## src/irlrs_map.vh

```
// Constants for the level-request sampling block.
// Assumes a single 10 MHz core-side clock; other clock periods are given in ns.
`ifndef IRLRS_MAP_VH
`define IRLRS_MAP_VH

// ----------------------------------------------------------------
// Clock rates
// ----------------------------------------------------------------
`define IRLRS_MCLK_NS 100
`define IRLRS_ICYC_NS 100
`define IRLRS_ECYC_NS 100
`define IRLRS_PCYC_NS 100

// ----------------------------------------------------------------
// Widths and codes
// ----------------------------------------------------------------
`define IRLRS_LVL_W 4
`define IRLRS_VEC_W 8
`define IRLRS_ADDR_W 32
`define IRLRS_LVL_NONE 4'h0
`define IRLRS_VEC_RESET 8'h00

// ----------------------------------------------------------------
// Peripheral request path: 0.5 Icyc + 1.0 Pcyc, rounded up to mclk cycles
// ----------------------------------------------------------------
`define IRLRS_PERIPH_NS ((`IRLRS_ICYC_NS / 2) + `IRLRS_PCYC_NS)
`define IRLRS_PERIPH_CYC ((`IRLRS_PERIPH_NS + `IRLRS_MCLK_NS - 1) / `IRLRS_MCLK_NS)

`endif

```

## src/irlrs_noise_filter.v

```verilog
// Noise canceler for the encoded level-request code.
// Assumes its input is already synchronised to i_mclk and the tick is a one-cycle strobe.
`timescale 1ns/1ps

module irlrs_noise_filter #(
	parameter W = 4
) (
	input wire i_mclk,
	input wire i_sys_rst,
	input wire i_clk_en,
	input wire i_tick,
	input wire [W-1:0] i_code,
	output reg [W-1:0] o_code
);

reg [W-1:0] last_sample;

// ----------------------------------------------------------------
// Two-sample agreement
// ----------------------------------------------------------------
// A glitch shorter than one tick spacing never reaches the output
always @(posedge i_mclk or posedge i_sys_rst)
begin
	if (i_sys_rst)
	begin
		last_sample <= {W{1'b0}};
		o_code <= {W{1'b0}};
	end
	else if (i_clk_en && i_tick)
	begin
		last_sample <= i_code;
		if (i_code == last_sample)
			o_code <= i_code;
	end
end

endmodule

```

## src/irlrs_request_sampling.v

```verilog
// Level-request sampling, peripheral request delay, priority accept and
// external vector fetch, plus a one-entry store buffer with load ordering.
// Assumes all i_ signals except the request pins are on i_mclk.
`timescale 1ns/1ps
`include "irlrs_map.vh"

module irlrs_request_sampling #(
	parameter LVL_W = `IRLRS_LVL_W,
	parameter VEC_W = `IRLRS_VEC_W,
	parameter ADDR_W = `IRLRS_ADDR_W,
	parameter PERIPH_CYC = `IRLRS_PERIPH_CYC
) (
	input wire i_mclk,
	input wire i_sys_rst,
	input wire i_clk_en,
	input wire i_pclk_tick,
	input wire [LVL_W-1:0] i_level_request_pins_n,
	input wire i_periph_req,
	input wire [LVL_W-1:0] i_periph_level,
	input wire [VEC_W-1:0] i_periph_vector,
	input wire [LVL_W-1:0] i_interrupt_mask_level,
	input wire i_cpu_sample,
	input wire i_ext_vector_mode,
	input wire [VEC_W-1:0] i_vector_number_lines,
	input wire i_store_valid,
	input wire [ADDR_W-1:0] i_store_addr,
	input wire i_store_done,
	input wire i_load_valid,
	input wire [ADDR_W-1:0] i_load_addr,
	output reg o_irq_req,
	output reg [LVL_W-1:0] o_irq_level,
	output reg o_accept,
	output reg [LVL_W-1:0] o_accepted_level,
	output reg o_vector_fetch,
	output reg o_vector_valid,
	output reg [VEC_W-1:0] o_vector_number,
	output reg o_periph_visible,
	output reg o_store_busy,
	output reg o_load_done
);

// ----------------------------------------------------------------
// Pin synchroniser
// ----------------------------------------------------------------
reg [LVL_W-1:0] pin_meta;
reg [LVL_W-1:0] pin_sync;
wire [LVL_W-1:0] ext_level;

always @(posedge i_mclk or posedge i_sys_rst)
begin
	if (i_sys_rst)
	begin
		pin_meta <= {LVL_W{1'b1}};
		pin_sync <= {LVL_W{1'b1}};
	end
	else if (i_clk_en)
	begin
		pin_meta <= i_level_request_pins_n;
		pin_sync <= pin_meta;
	end
end

// Pins are active low: all high means no request
irlrs_noise_filter #(
	.W(LVL_W)
) u_filter (
	.i_mclk(i_mclk),
	.i_sys_rst(i_sys_rst),
	.i_clk_en(i_clk_en),
	.i_tick(i_pclk_tick),
	.i_code(~pin_sync),
	.o_code(ext_level)
);

// ----------------------------------------------------------------
// Peripheral request delay line
// ----------------------------------------------------------------
// Same delay for rise and fall, so the CPU sees withdrawal as late as arrival
reg [PERIPH_CYC-1:0] periph_pipe;
wire [PERIPH_CYC:0] periph_chain;

assign periph_chain[0] = i_periph_req;

genvar g;
generate
	for (g = 0; g < PERIPH_CYC; g = g + 1)
	begin : g_pdly
		always @(posedge i_mclk or posedge i_sys_rst)
		begin
			if (i_sys_rst)
				periph_pipe[g] <= 1'b0;
			else if (i_clk_en)
				periph_pipe[g] <= periph_chain[g];
		end
		assign periph_chain[g+1] = periph_pipe[g];
	end
endgenerate

wire periph_seen;
assign periph_seen = periph_chain[PERIPH_CYC];

// ----------------------------------------------------------------
// Priority select and mask compare
// ----------------------------------------------------------------
reg [LVL_W-1:0] next_level;
reg next_from_periph;
reg next_req;

always @*
begin
	next_level = ext_level;
	next_from_periph = 1'b0;
	// Equal priority goes to the pins; pin encoding has no source index
	if (periph_seen && (i_periph_level > ext_level))
	begin
		next_level = i_periph_level;
		next_from_periph = 1'b1;
	end
	next_req = (next_level > i_interrupt_mask_level);
end

reg sel_periph;

always @(posedge i_mclk or posedge i_sys_rst)
begin
	if (i_sys_rst)
	begin
		o_irq_req <= 1'b0;
		o_irq_level <= `IRLRS_LVL_NONE;
		sel_periph <= 1'b0;
		o_periph_visible <= 1'b0;
	end
	else if (i_clk_en)
	begin
		o_irq_req <= next_req;
		o_irq_level <= next_level;
		sel_periph <= next_from_periph;
		o_periph_visible <= periph_seen;
	end
end

// ----------------------------------------------------------------
// Acceptance and vector sequencer
// ----------------------------------------------------------------
localparam ST_IDLE = 2'h0;
localparam ST_VFETCH = 2'h1;
localparam ST_VCAPT = 2'h2;

reg [1:0] state;
reg [1:0] next_state;

always @*
begin
	next_state = state;
	case (state)
		ST_IDLE:
			if (i_cpu_sample && o_irq_req && !sel_periph && i_ext_vector_mode)
				next_state = ST_VFETCH;
		ST_VFETCH:
			next_state = ST_VCAPT;
		ST_VCAPT:
			next_state = ST_IDLE;
		default:
			next_state = ST_IDLE;
	endcase
end

// Sampling only in IDLE stops a second accept while a vector is in flight
wire take;
assign take = (state == ST_IDLE) && i_cpu_sample && o_irq_req;

always @(posedge i_mclk or posedge i_sys_rst)
begin
	if (i_sys_rst)
	begin
		state <= ST_IDLE;
		o_accept <= 1'b0;
		o_accepted_level <= `IRLRS_LVL_NONE;
		o_vector_fetch <= 1'b0;
		o_vector_valid <= 1'b0;
		o_vector_number <= `IRLRS_VEC_RESET;
	end
	else if (i_clk_en)
	begin
		state <= next_state;
		o_accept <= take;
		o_vector_valid <= 1'b0;
		o_vector_fetch <= (next_state == ST_VFETCH);
		if (take)
			o_accepted_level <= o_irq_level;
		if (take && (sel_periph || !i_ext_vector_mode))
		begin
			o_vector_number <= sel_periph ? i_periph_vector : {{(VEC_W-LVL_W){1'b0}}, o_irq_level};
			o_vector_valid <= 1'b1;
		end
		if (state == ST_VFETCH)
		begin
			o_vector_number <= i_vector_number_lines;
			o_vector_valid <= 1'b1;
		end
	end
end

// ----------------------------------------------------------------
// One-entry store buffer and load ordering
// ----------------------------------------------------------------
// One entry only: a second store waits on o_store_busy from the issuer
reg [ADDR_W-1:0] store_addr;
wire load_conflict;
assign load_conflict = o_store_busy && (store_addr == i_load_addr);

always @(posedge i_mclk or posedge i_sys_rst)
begin
	if (i_sys_rst)
	begin
		o_store_busy <= 1'b0;
		store_addr <= {ADDR_W{1'b0}};
		o_load_done <= 1'b0;
	end
	else if (i_clk_en)
	begin
		if (i_store_valid && !o_store_busy)
		begin
			o_store_busy <= 1'b1;
			store_addr <= i_store_addr;
		end
		else if (i_store_done)
			o_store_busy <= 1'b0;
		o_load_done <= i_load_valid && !load_conflict && !o_load_done;
	end
end

endmodule

```

## config.mk

```make
export PLATFORM = sky130hd
export DESIGN_NAME = irlrs_request_sampling
export DESIGN_NICKNAME = d
export VERILOG_FILES = /design/src/irlrs_noise_filter.v /design/src/irlrs_request_sampling.v
export VERILOG_INCLUDE_DIRS = /design/src
export SDC_FILE = /design/constraint.sdc
export NUM_CORES = 1
export LEC_CHECK = 0
export BUFFER_PORTS_ARGS = -buffer_cell sky130_fd_sc_hd__buf_4
export CORE_MARGIN = 10
export CORE_UTILIZATION = 40
export CTS_CLUSTER_SIZE = 28
export DETAILED_ROUTE_END_ITERATION = 7
export GPL_ROUTABILITY_DRIVEN = 0
export PLACE_DENSITY_LB_ADDON = 0.15
export SYNTH_ARGS = -nofsm -noshare
export SYNTH_HDL_FRONTEND = slang
export SYNTH_SLANG_ARGS = --single-unit
```

## constraint.sdc

```tcl
create_clock -name i_mclk -period 7.4 [get_ports i_mclk]
set_input_delay 1.48 -clock i_mclk [delete_from_list [all_inputs] [get_ports i_mclk]]
set_output_delay 1.48 -clock i_mclk [all_outputs]
set_load 0.005 [all_outputs]
```

# ---- After elaboration in Yosys (flattened, before gate mapping)
# Index checks and enable logic that the tools add are counted.
dict set report word_totals {
  ff_bits 76
  inputBits 102
  out_inout_bits 23
  elab_cells 63
}
dict set report op_classes {
  magnitude_cmp 2
  eq_ne 4
  muxes 11
  n_bitwise 1
  n_reduce_logical 26
}
# op n
set op_table {}
lappend op_table {{$eq A32 B32 Y1} 1}
lappend op_table {{$mux W8} 3}
lappend op_table {{$logic_and A1 B1 Y1} 12}
lappend op_table {{$reduce_and A2 Y1} 5}
lappend op_table {{$gt A4 B4 Y1} 2}
lappend op_table {{$logic_not A1 Y1} 5}
lappend op_table {{$mux W1} 5}
lappend op_table {{$eq A2 B1 Y1 const B} 2}
lappend op_table {{$eq A4 B4 Y1} 1}
lappend op_table {{$mux W4} 1}
lappend op_table {{$not A4 Y4} 1}
lappend op_table {{$pmux W2 S2} 1}
lappend op_table {{$reduce_bool A2 Y1} 2}
lappend op_table {{$logic_not A2 Y1} 1}
lappend op_table {{$mux W2} 1}
lappend op_table {{$logic_or A1 B1 Y1} 1}

# ---- Depth between registers and ports, before layout
# Gate-level depths: netlist of run 1.
dict set report depth {
  depth_word 6
  depth_mapped 12
  ltp_nobuf 12
}

# ---- Hierarchy
# Synthesis of run 1 repeated with hierarchy kept, for this count alone.
dict set report unflattened {
  hier_cells 299
  area_unflattened_um2 3657.3
}
# module n_inst cells_each area_per_inst_um2 seq_area_each_um2
set modules_own_cells {}
lappend modules_own_cells {irlrs_request_sampling 1 275 3308.2 1711.6}
lappend modules_own_cells {irlrs_noise_filter 1 24 349.1 200.2}

# ---- Worst setup path before layout of run 1
# OpenSTA, ideal clock, no wires.
dict set report synth_timing {
  kind {input-to-reg}
  startpoint {input port i_periph_level[3]}
  endpoint {register o_irq_req}
  setup_ns 0.136
  arrival_time_ns 3.504
  required_ns 7.264
  setup_slack_ns 3.760
  cell_stages 11
  path_buffers 0
  path_cell_list {ha_1 -> nand3_1 -> o22ai_1 -> o221a_4 -> mux2_4 -> ha_1 -> nor2b_1 -> o21a_1 -> o21a_1 -> o211ai_1 -> o21ai_0}
}
dict set report synth_between {
  elab_chain_cells 4
}
# item line
set synth_lines {}
lappend synth_lines {{start: declaration} irlrs_request_sampling.v:19} ;# input wire [LVL_W-1:0] i_periph_level,
lappend synth_lines {{$gt A4 B4 Y1} irlrs_request_sampling.v:114} ;# if (periph_seen && (i_periph_level > ext_level))
lappend synth_lines {{$logic_and A1 B1 Y1} irlrs_request_sampling.v:114}
lappend synth_lines {{$mux W4} irlrs_request_sampling.v:114}
lappend synth_lines {{via next_level[1]} irlrs_request_sampling.v:105} ;# reg [LVL_W-1:0] next_level;
lappend synth_lines {{$gt A4 B4 Y1} irlrs_request_sampling.v:119} ;# next_req = (next_level > i_interrupt_mask_level);
lappend synth_lines {{end signal: assignment} irlrs_request_sampling.v:135} ;# o_irq_req <= next_req;
lappend synth_lines {{end: declaration} irlrs_request_sampling.v:30} ;# output reg o_irq_req,
# The timed path passes the listed nets, and every way through them passes these cells.
# A chain may end at the register's enable or synchronous reset.

# ---- Final worst setup path of run 1
dict set report layout_timing {
  startpoint {input port i_periph_level[2]}
  endpoint {register o_irq_req}
}
# Same word-level chain as after synthesis.

==> reports/qor.tcl, run 1 <==
set qor(critical_path_peak_fanout) 5
set qor(floorplan.initialDensity_pct) 41.2
set qor(setup_total_negative_slack_ps) 0
set qor(grt_remaining_overflow) 0
set qor(max-slew-margin-rel_pct) 36.1
set qor(synth.ff_latch_count) 76
set qor(cts_hold_buf) 0
set qor(cp.arrival_ps) 3780
set qor(maximum_number_of_pins_on_one_net_before_global_route_repair) 77
set qor(synth_area_um2) 3610
set qor(io_buffers) 124
set qor(critical_path.max_stage_delay_ps) 320
set qor(fin_hold_ws_ps) 482
set qor(crit-reg2reg-launch) {u_filter.o_code[2]}
set qor(sequential_cell_area_um2) 1910
set qor(dieWidth_um) 115
set qor(outcome) {finished, final reports clean}
set qor(worst-r2r-cell-count) 12
set qor(final-setup-viol-count) 0
set qor(timing.critical_path.slowest_stage_cell) {sky130_fd_sc_hd__mux2_4}
set qor(hpwlAfterDp_mm) 6.48
set qor(tightest_pin_transition_ps) 958
set qor(final.setup_skew_ps) 11.8
set qor(worst-endpoint-required_ps) 7600
set qor(crit-reg2reg-capture) {o_irq_req}
set qor(critPathCaptureType) {flop}
set qor(final_nets) 535
set qor(worst_setup_sp_type) {input port}
set qor(grt_first_pass_wirelength_mm) 13.6
set qor(leakage_power_figure_nw) 2.35
set qor(n_fill_cell) 797
set qor(post_synth_inst_count) 297
set qor(insertion_delay_ps) 340
set qor(post_cts_buffers) 0
set qor(routed_via_density) 4.79
set qor(hp_class) {flop to flop}
set qor(post-route-min-period_ps) 3580
set qor(synth_cell_type_count) 29
set qor(tritoncts_num_sinks) 76
set qor(r2r_setup_slack_ps) 4640
set qor(drc) 0
set qor(synth.yosys.seq_area_share_pct) 53.0
set qor(synth_top_cell_by_area) {sky130_fd_sc_hd__dfrtp_1}
set qor(flow.area_growth_from_synthesis_pct) 34.6
set qor(synth_edf_count) 0
set qor(layout_worst_path_cycle_share_pct) 48.4
set qor(synthMostInstantiatedCell) {sky130_fd_sc_hd__dfrtp_1}
set qor(vias_post_dr) 2575
set qor(synth.top_cells.by_count) {sky130_fd_sc_hd__dfrtp_1, sky130_fd_sc_hd__mux2_2, sky130_fd_sc_hd__xor2_1, sky130_fd_sc_hd__nand2_1, sky130_fd_sc_hd__o21ai_0}
set qor(detailedRoute.firstPassIterationCount) 5
set qor(power_density_nw_per_um2) 286
set qor(dp.cells) 522
set qor(floorplan.io_pins) 125
set qor(drt.antenna.violating_nets) 0
set qor(cts-root-to-sink-buffers) 2
set qor(fp.dieH_um) 115
set qor(synthesis.yosys.warnings) 0
set qor(clk_transition_reported_paths_ps) 70
set qor(postSynth.topFlopCell) {sky130_fd_sc_hd__dfrtp_1}
set qor(ctsRootBufferMaster) {sky130_fd_sc_hd__clkbuf_8}
set qor(drt_iter0_markers) 101
set qor(timing_hold_violations_final) 0
set qor(min_delay_path_depth) 2
set qor(cts_tree) {built}
set qor(criticalPathCategory) {input port to flop}
set qor(routed_wire_length_per_instance_um) 15.5
set qor(core_um2) 8760
set qor(totalWireLength_mm) 8.34
set qor(path_cells) {buf_4 > ha_1 > nand3_1 > o22ai_1 > o221a_4 > mux2_4 > ha_1 > nor2b_1 > o21a_1 > o21a_1 > o211ai_1 > o21ai_0}
set qor(timing.critical_path.from) {i_periph_level[2]}
set qor(netlist_top_cells_area) {sky130_fd_sc_hd__dfrtp_1, sky130_fd_sc_hd__mux2_2, sky130_fd_sc_hd__xor2_1, sky130_fd_sc_hd__dfstp_2, sky130_fd_sc_hd__o21ai_0}
set qor(diodes) 0
set qor(mappedNetlistNets) 407
set qor(power_mw) 1.39
set qor(post_layout_nonfiller_instances) 538
set qor(drv_cap) 0
set qor(layout-drive-gt1-share_pct) 47.9
set qor(yosysTopAreaCellShare_pct) 47.1
set qor(via_count_of_the_first_global_routing_pass) 2763
set qor(post_cts_resized) 0
set qor(globalRouteTotalUtil_pct) 12.7
set qor(antenna_found_initial) 0
set qor(worstSetupEndpoint) {o_irq_req}
set qor(htreeDepth) 3
set qor(finalMaxSlewViolations) 0
set qor(cts_buffers) 9
set qor(final_core_util_pct) 55.5
set qor(postSynthAreaPerCell_um2) 12.2
set qor(dieArea_um2) 13200
set qor(num_rows) 34
set qor(fmax_ghz) 0.279
set qor(multiInputGateArea_um2) 1600
set qor(postSynth.asyncResetShare_pct) 100
set qor(setup_repair_after_global_routing_missed_its_margin) {false}
set qor(ir_drop_mv) 0.107
==> layout make-up <==
| type | instances | area share (%) |
|---|---|---|
| repair buffers | 126 | 19.5 |
| well taps | 108 | 2.78 |
| multi-input cells | 196 | 32.9 |
| flip-flops and latches | 76 | 39.3 |
| clock buffers | 11 | 2.70 |
| inverters | 16 | 1.26 |
| clock inverters | 5 | 1.60 |
==> where the power goes <==
part	internal [mW]	switching, mW	leakage [nW]
combinational	0.262	0.167	1.33
sequential	0.536	0.0896	0.921
clock	0.189	0.146	0.103
==> metal layers <==
layer  track usage, %  wire (um)  vias up
met5                0          0        -
met4             4.21         55        0
met3             4.79        641        5
met2             20.7       4160       67
met1             15.1       3480     1211
li1                 -          -     1292
==> logic make-up (layout without fill, tap and decap cells) <==
family / count (synthesis) / after routing / synth area share, %
adder cells (fa/ha/maj): 8 / 8 / 2.77
buffers and inverters: 25 / 158 / 2.81
AND/OR/NAND/NOR: 54 / 54 / 7.24
XOR/XNOR: 36 / 36 / 8.74
multiplexers: 60 / 60 / 19.2
flip-flops: 76 / 76 / 53.0
AO/OA/AOI/OAI: 38 / 38 / 6.31
==> flip-flops by register name, summed over array words and instances, names as in the netlist, 2 cells and up <==
signal,count
o_accepted_level,4
o_irq_level,4
o_vector_number,8
pin_meta,4
pin_sync,4
state,2
store_addr,32
u_filter.last_sample,4
u_filter.o_code,4
==> worst min-delay path by stage <==
stage                                  startpoint                      end  slack [ps]
after floorplan           u_filter.last_sample[1]  u_filter.last_sample[1]         470
after global placement         o_vector_number[2]       o_vector_number[2]         460
after detailed placement       o_vector_number[3]       o_vector_number[3]         470
after CTS                      o_vector_number[3]       o_vector_number[3]         490
after global routing           o_vector_number[7]       o_vector_number[7]         510
final                          o_vector_number[3]       o_vector_number[3]         480
==> critical path: cells and delay by family <==
kind	cells	cell delay, ps
adders and majority gates	2	580
AOI/OAI and AO/OA	6	1040
buffers and inverters	1	110
and+or+nand+nor	2	240
muxes	1	320
==> per-stage QoR <==
step                area, um^2  setup WS (ps)
finish                    4860           3820
global route              4860           3650
CTS                       4860           3830
detailed placement        4650           3470
global placement          4650           3560
floorplan                 3610           3760
==> placed cells by master, fill, tap and decap left out, types with 5 or more instances in the layout <==
master and instances:
sky130_fd_sc_hd__nand2_1 24, sky130_fd_sc_hd__dfrtp_1 68, sky130_fd_sc_hd__ha_1 8, sky130_fd_sc_hd__o21ai_0 22, sky130_fd_sc_hd__xor2_1 34, sky130_fd_sc_hd__clkbuf_8 9, sky130_fd_sc_hd__mux2_4 6, sky130_fd_sc_hd__buf_4 126
sky130_fd_sc_hd__inv_1 15, sky130_fd_sc_hd__a21oi_1 6, sky130_fd_sc_hd__dfstp_2 8, sky130_fd_sc_hd__nor4_1 7, sky130_fd_sc_hd__mux2_2 49, sky130_fd_sc_hd__mux2i_1 5
(Power assumes the default switching activity.)
==> inputs of run 2 (changes only) <==
ABC_AREA = 1   (was default)
clock period = 3.02 ns   (was 7.4 ns; I/O delays follow)
==> run 2 against run 1 <==
  * Area after synthesis rose by 7.1%
  * Largest cell class unchanged
  * Die area is 5.9% higher
  * Clock-buffer cell count unchanged
  * Setup slack lost 3100 ps
==> reports/qor.tcl, run 2 <==
set qor(flow.area_growth_from_synthesis_pct) 32.4 ;# was 34.6%
set qor(met1_grt_util_pct) 17.8 ;# was 15.1%
set qor(postSynth.topFlopCell) {sky130_fd_sc_hd__dfrtp_1} ;# unchanged
set qor(insertion_delay_ps) 330 ;# was 340 ps
set qor(drv_cap) 0 ;# unchanged
set qor(fp.dieH_um) 118 ;# was 115 um
set qor(outcome) {finished, final reports clean} ;# unchanged
set qor(via_count_of_the_first_global_routing_pass) 3351 ;# was 2763
set qor(path_cells) {inv_1 > ha_1 > a21oi_1 > o21ai_0 > nand2_1 > nand2_1 > o21ai_1 > inv_1 > ha_1 > a21oi_1 > o21ai_0 > nand3_1 > nand2_1} ;# was buf_4 > ha_1 > nand3_1 > o22ai_1 > o221a_4 > mux2_4 > ha_1 > nor2b_1 > o21a_1 > o21a_1 > o211ai_1 > o21ai_0
set qor(yosysTopAreaCellShare_pct) 44.0 ;# was 47.1%
set qor(cts_hold_buf) 0 ;# unchanged
set qor(layout_worst_path_cycle_share_pct) 75.4
set qor(post_synth_inst_count) 458 ;# was 297
set qor(grt.busiest_layer) {met2} ;# unchanged
set qor(largestRegisters) {store_addr x32, o_vector_number x8} ;# unchanged
set qor(core_um2) 9330 ;# was 8760 um^2
set qor(fmax_ghz) 0.439
set qor(synth_top_family_by_area) {simple AND/OR/NAND/NOR gates} ;# was multiplexers
set qor(n_fill_cell) 901 ;# was 797
set qor(max_flop_register) {store_addr} ;# unchanged
set qor(leakage_power_figure_nw) 2.73 ;# was 2.35 nW
set qor(cts_tree) {built} ;# unchanged
set qor(grt_first_pass_wirelength_mm) 16.1 ;# was 13.6 mm
set qor(critical_path.max_stage_delay_ps) 380 ;# was 320 ps
set qor(synth_adder_area_share_pct) 2.59 ;# was 2.77%
set qor(finalMaxSlewViolations) 0 ;# unchanged
set qor(tightest_pin_transition_ps) 677 ;# was 958 ps
set qor(power_density_nw_per_um2) 690 ;# was 286 nW/um^2
set qor(synth_area_um2) 3870 ;# was 3610 um^2
set qor(post_synthesis_simple_gate_area_fraction_pct) 20.1 ;# was 7.24%
set qor(final-setup-viol-count) 0 ;# unchanged
set qor(maximum_number_of_pins_on_one_net_before_global_route_repair) 52 ;# was 77
set qor(postSynthAreaPerCell_um2) 8.44 ;# was 12.2 um^2
set qor(flip_flop_count_of_the_largest_register_all_copies_and_words_added) 32 ;# unchanged
set qor(ir_drop_mv) 0.248 ;# was 0.107 mV
set qor(worst-endpoint-required_ps) 3240 ;# was 7600 ps
set qor(drt.antenna.violating_nets) 0 ;# unchanged
set qor(routed_wire_length_per_instance_um) 13.6 ;# was 15.5 um
set qor(grt_remaining_overflow) 0 ;# unchanged
set qor(setup_repair_after_global_routing_missed_its_margin) {false} ;# unchanged
set qor(drt_iter0_markers) 181 ;# was 101
set qor(setup_ws_ps) 742 ;# was 3820 ps
set qor(num_rows) 35 ;# was 34
set qor(dieArea_um2) 14000 ;# was 13200 um^2
set qor(cpMostUsedCell) {sky130_fd_sc_hd__nand2_1}
set qor(detailed_place.area_um2) 4900 ;# was 4650 um^2
set qor(final.setup_skew_ps) 8.32 ;# was 11.8 ps
set qor(antenna_found_initial) 0 ;# unchanged
set qor(globalRouteTotalUtil_pct) 13.8 ;# was 12.7%
set qor(fin_hold_ws_ps) 240 ;# was 482 ps
set qor(hp_class) {input port to asynchronous set/reset pin} ;# was flop to flop
set qor(sequential_cell_area_um2) 1910 ;# unchanged
set qor(cp.arrival_ps) 2500 ;# was 3780 ps
set qor(postSynth.asyncResetShare_pct) 100 ;# unchanged
set qor(globalRouteMet2Util_pct) 22.3 ;# was 20.7%
set qor(totalWireLength_mm) 9.78 ;# was 8.34 mm
set qor(finalInstanceArea_um2) 5120 ;# was 4860 um^2
set qor(synth.area.mux_share_pct) 5.24 ;# was 19.2%
set qor(post_cts_resized) 0 ;# unchanged
set qor(clk_transition_reported_paths_ps) 80 ;# was 70 ps
set qor(critPathCaptureType) {flop} ;# unchanged
set qor(placement.setup.worst_slack_ps) 439 ;# was 3470 ps
set qor(synth_compound_area_share_pct) 11.5 ;# was 6.31%
set qor(drc) 0 ;# unchanged
set qor(netlist_top_cells_area) {sky130_fd_sc_hd__dfrtp_1, sky130_fd_sc_hd__nand2_1, sky130_fd_sc_hd__inv_1, sky130_fd_sc_hd__dfstp_2, sky130_fd_sc_hd__mux2_4} ;# was sky130_fd_sc_hd__dfrtp_1, sky130_fd_sc_hd__mux2_2, sky130_fd_sc_hd__xor2_1, sky130_fd_sc_hd__dfstp_2, sky130_fd_sc_hd__o21ai_0
set qor(vias_post_dr) 3268 ;# was 2575
set qor(synth.top_cells.by_count) {sky130_fd_sc_hd__nand2_1, sky130_fd_sc_hd__dfrtp_1, sky130_fd_sc_hd__inv_1, sky130_fd_sc_hd__nor2_1, sky130_fd_sc_hd__o21ai_0} ;# was sky130_fd_sc_hd__dfrtp_1, sky130_fd_sc_hd__mux2_2, sky130_fd_sc_hd__xor2_1, sky130_fd_sc_hd__nand2_1, sky130_fd_sc_hd__o21ai_0
set qor(diodes) 0 ;# unchanged
set qor(ctsRootBufferMaster) {sky130_fd_sc_hd__clkbuf_8} ;# unchanged
set qor(post_cts_buffers) 0 ;# unchanged
set qor(power_mw) 3.54 ;# was 1.39 mW
set qor(grtUsageMet3_pct) 3.95 ;# was 4.79%
set qor(synth_top_cell_by_area) {sky130_fd_sc_hd__dfrtp_1} ;# unchanged
set qor(synth_xor_xnor_area_share_pct) 2.72 ;# was 8.73%
set qor(hpwlAfterDp_mm) 7.71 ;# was 6.48 mm
set qor(synth_edf_count) 0 ;# unchanged
set qor(setup_total_negative_slack_ps) 0 ;# unchanged
set qor(max-slew-margin-rel_pct) 54.9 ;# was 36.1%
set qor(synthMostInstantiatedCell) {sky130_fd_sc_hd__nand2_1} ;# was sky130_fd_sc_hd__dfrtp_1
set qor(synthesis.yosys.warnings) 0 ;# unchanged
set qor(floorplan.io_pins) 125 ;# unchanged
set qor(post-route-min-period_ps) 2280
set qor(layout-drive-gt1-share_pct) 29.9 ;# was 47.9%
set qor(timing_hold_violations_final) 0 ;# unchanged
set qor(cts_buffers) 9 ;# unchanged
set qor(floorplan.initialDensity_pct) 41.5 ;# was 41.2%
set qor(final_nets) 694 ;# was 535
set qor(worst_setup_sp_type) {flop} ;# was input port
set qor(criticalPathCategory) {flop to flop} ;# was input port to flop
set qor(mappedNetlistNets) 568 ;# was 407
set qor(critical_path_peak_fanout) 9 ;# was 5
set qor(synth.yosys.seq_area_share_pct) 49.4 ;# was 53.0%
set qor(io_buffers) 124 ;# unchanged
set qor(final_cell_mix) {sky130_fd_sc_hd__nand2_1, sky130_fd_sc_hd__buf_4, sky130_fd_sc_hd__dfrtp_1} ;# was sky130_fd_sc_hd__buf_4, sky130_fd_sc_hd__dfrtp_1, sky130_fd_sc_hd__mux2_2
set qor(htreeDepth) 3 ;# unchanged
set qor(detailedRoute.firstPassIterationCount) 5 ;# unchanged
set qor(cts-root-to-sink-buffers) 2 ;# unchanged
set qor(synth_cell_type_count) 29 ;# unchanged
set qor(multiInputGateArea_um2) 1630 ;# was 1600 um^2
set qor(dieWidth_um) 118 ;# was 115 um
set qor(timing.critical_path.slowest_stage_cell) {sky130_fd_sc_hd__dfrtp_1} ;# was sky130_fd_sc_hd__mux2_4
set qor(routed_via_density) 4.56 ;# was 4.79
set qor(synth.ff_latch_count) 76 ;# unchanged
set qor(commonest_non_fill_non_tap_cell_in_the_layout) {sky130_fd_sc_hd__nand2_1} ;# was sky130_fd_sc_hd__buf_4
set qor(tritoncts_num_sinks) 76 ;# unchanged
## run 2: cell count changes in the layout (fill, tap and decap cells not counted), sizes merged, moves of 20 or more
cell	before	now
nand2	24	131
inv	15	65
mux2	55	14
nor2	4	42
xor2	34	3
o21ai	23	48
a21oi	6	26
## run 2: worst paths after layout
kind                                    startpoint              to  slack, ps  cells past startpoint
min in group i_mclk                    pin_meta[1]     pin_meta[1]        470                      2
worst min register to register         pin_meta[1]     pin_meta[1]        470                      2
worst max register to register  u_filter.o_code[1]       o_irq_req        740                     13
max in group asynchronous                i_sys_rst     pin_meta[2]       2020                      3
worst max-delay path            u_filter.o_code[1]       o_irq_req        740                     13
worst min-delay path                     i_sys_rst  store_addr[21]        240                      2
## run 2: through the flow
| step | cells | util, % |
|---|---|---|
| after global placement | 702 | 52.5 |
| after floorplan | 458 | - |
| final | 717 | 54.9 |
| after global routing | 717 | 54.9 |
| after CTS | 717 | 54.9 |
| after detailed placement | 702 | 52.5 |
## run 2: metal layers
layer  part of all wire (%)  wire, um
met5                      0         0
met4                   0.39        38
met3                    4.7       464
met2                     48      4720
met1                     47      4560
## run 2: logic make-up after synthesis
family          Yosys count
mux                      14
xor+xnor                 12
compound gates           83
fa+ha+maj                 8
buf+inv                  77
flops                    76
simple gates            188
## run 2: layout make-up
class	instances	share of cell area, %
inverter	66	4.91
sequential	76	37.3
timing repair buffer	126	18.5
clock inverter	4	1.42
tap	129	3.15
multi-input combinational	305	31.8
clock buffer	11	2.96
## run 2: critical path: cells and delay by family, from the launching register on
kind	cells	cell delay, ps
flip-flops	1	380
AND/OR/NAND/NOR	4	430
adder cells (fa/ha/maj)	2	550
buffers and inverters	2	160
AO/OA/AOI/OAI	5	640
## run 2: report_power, final
part           switching [mW]  internal [mW]
Combinational           0.555          0.598
Clock                   0.362          0.505
Sequential              0.196           1.32
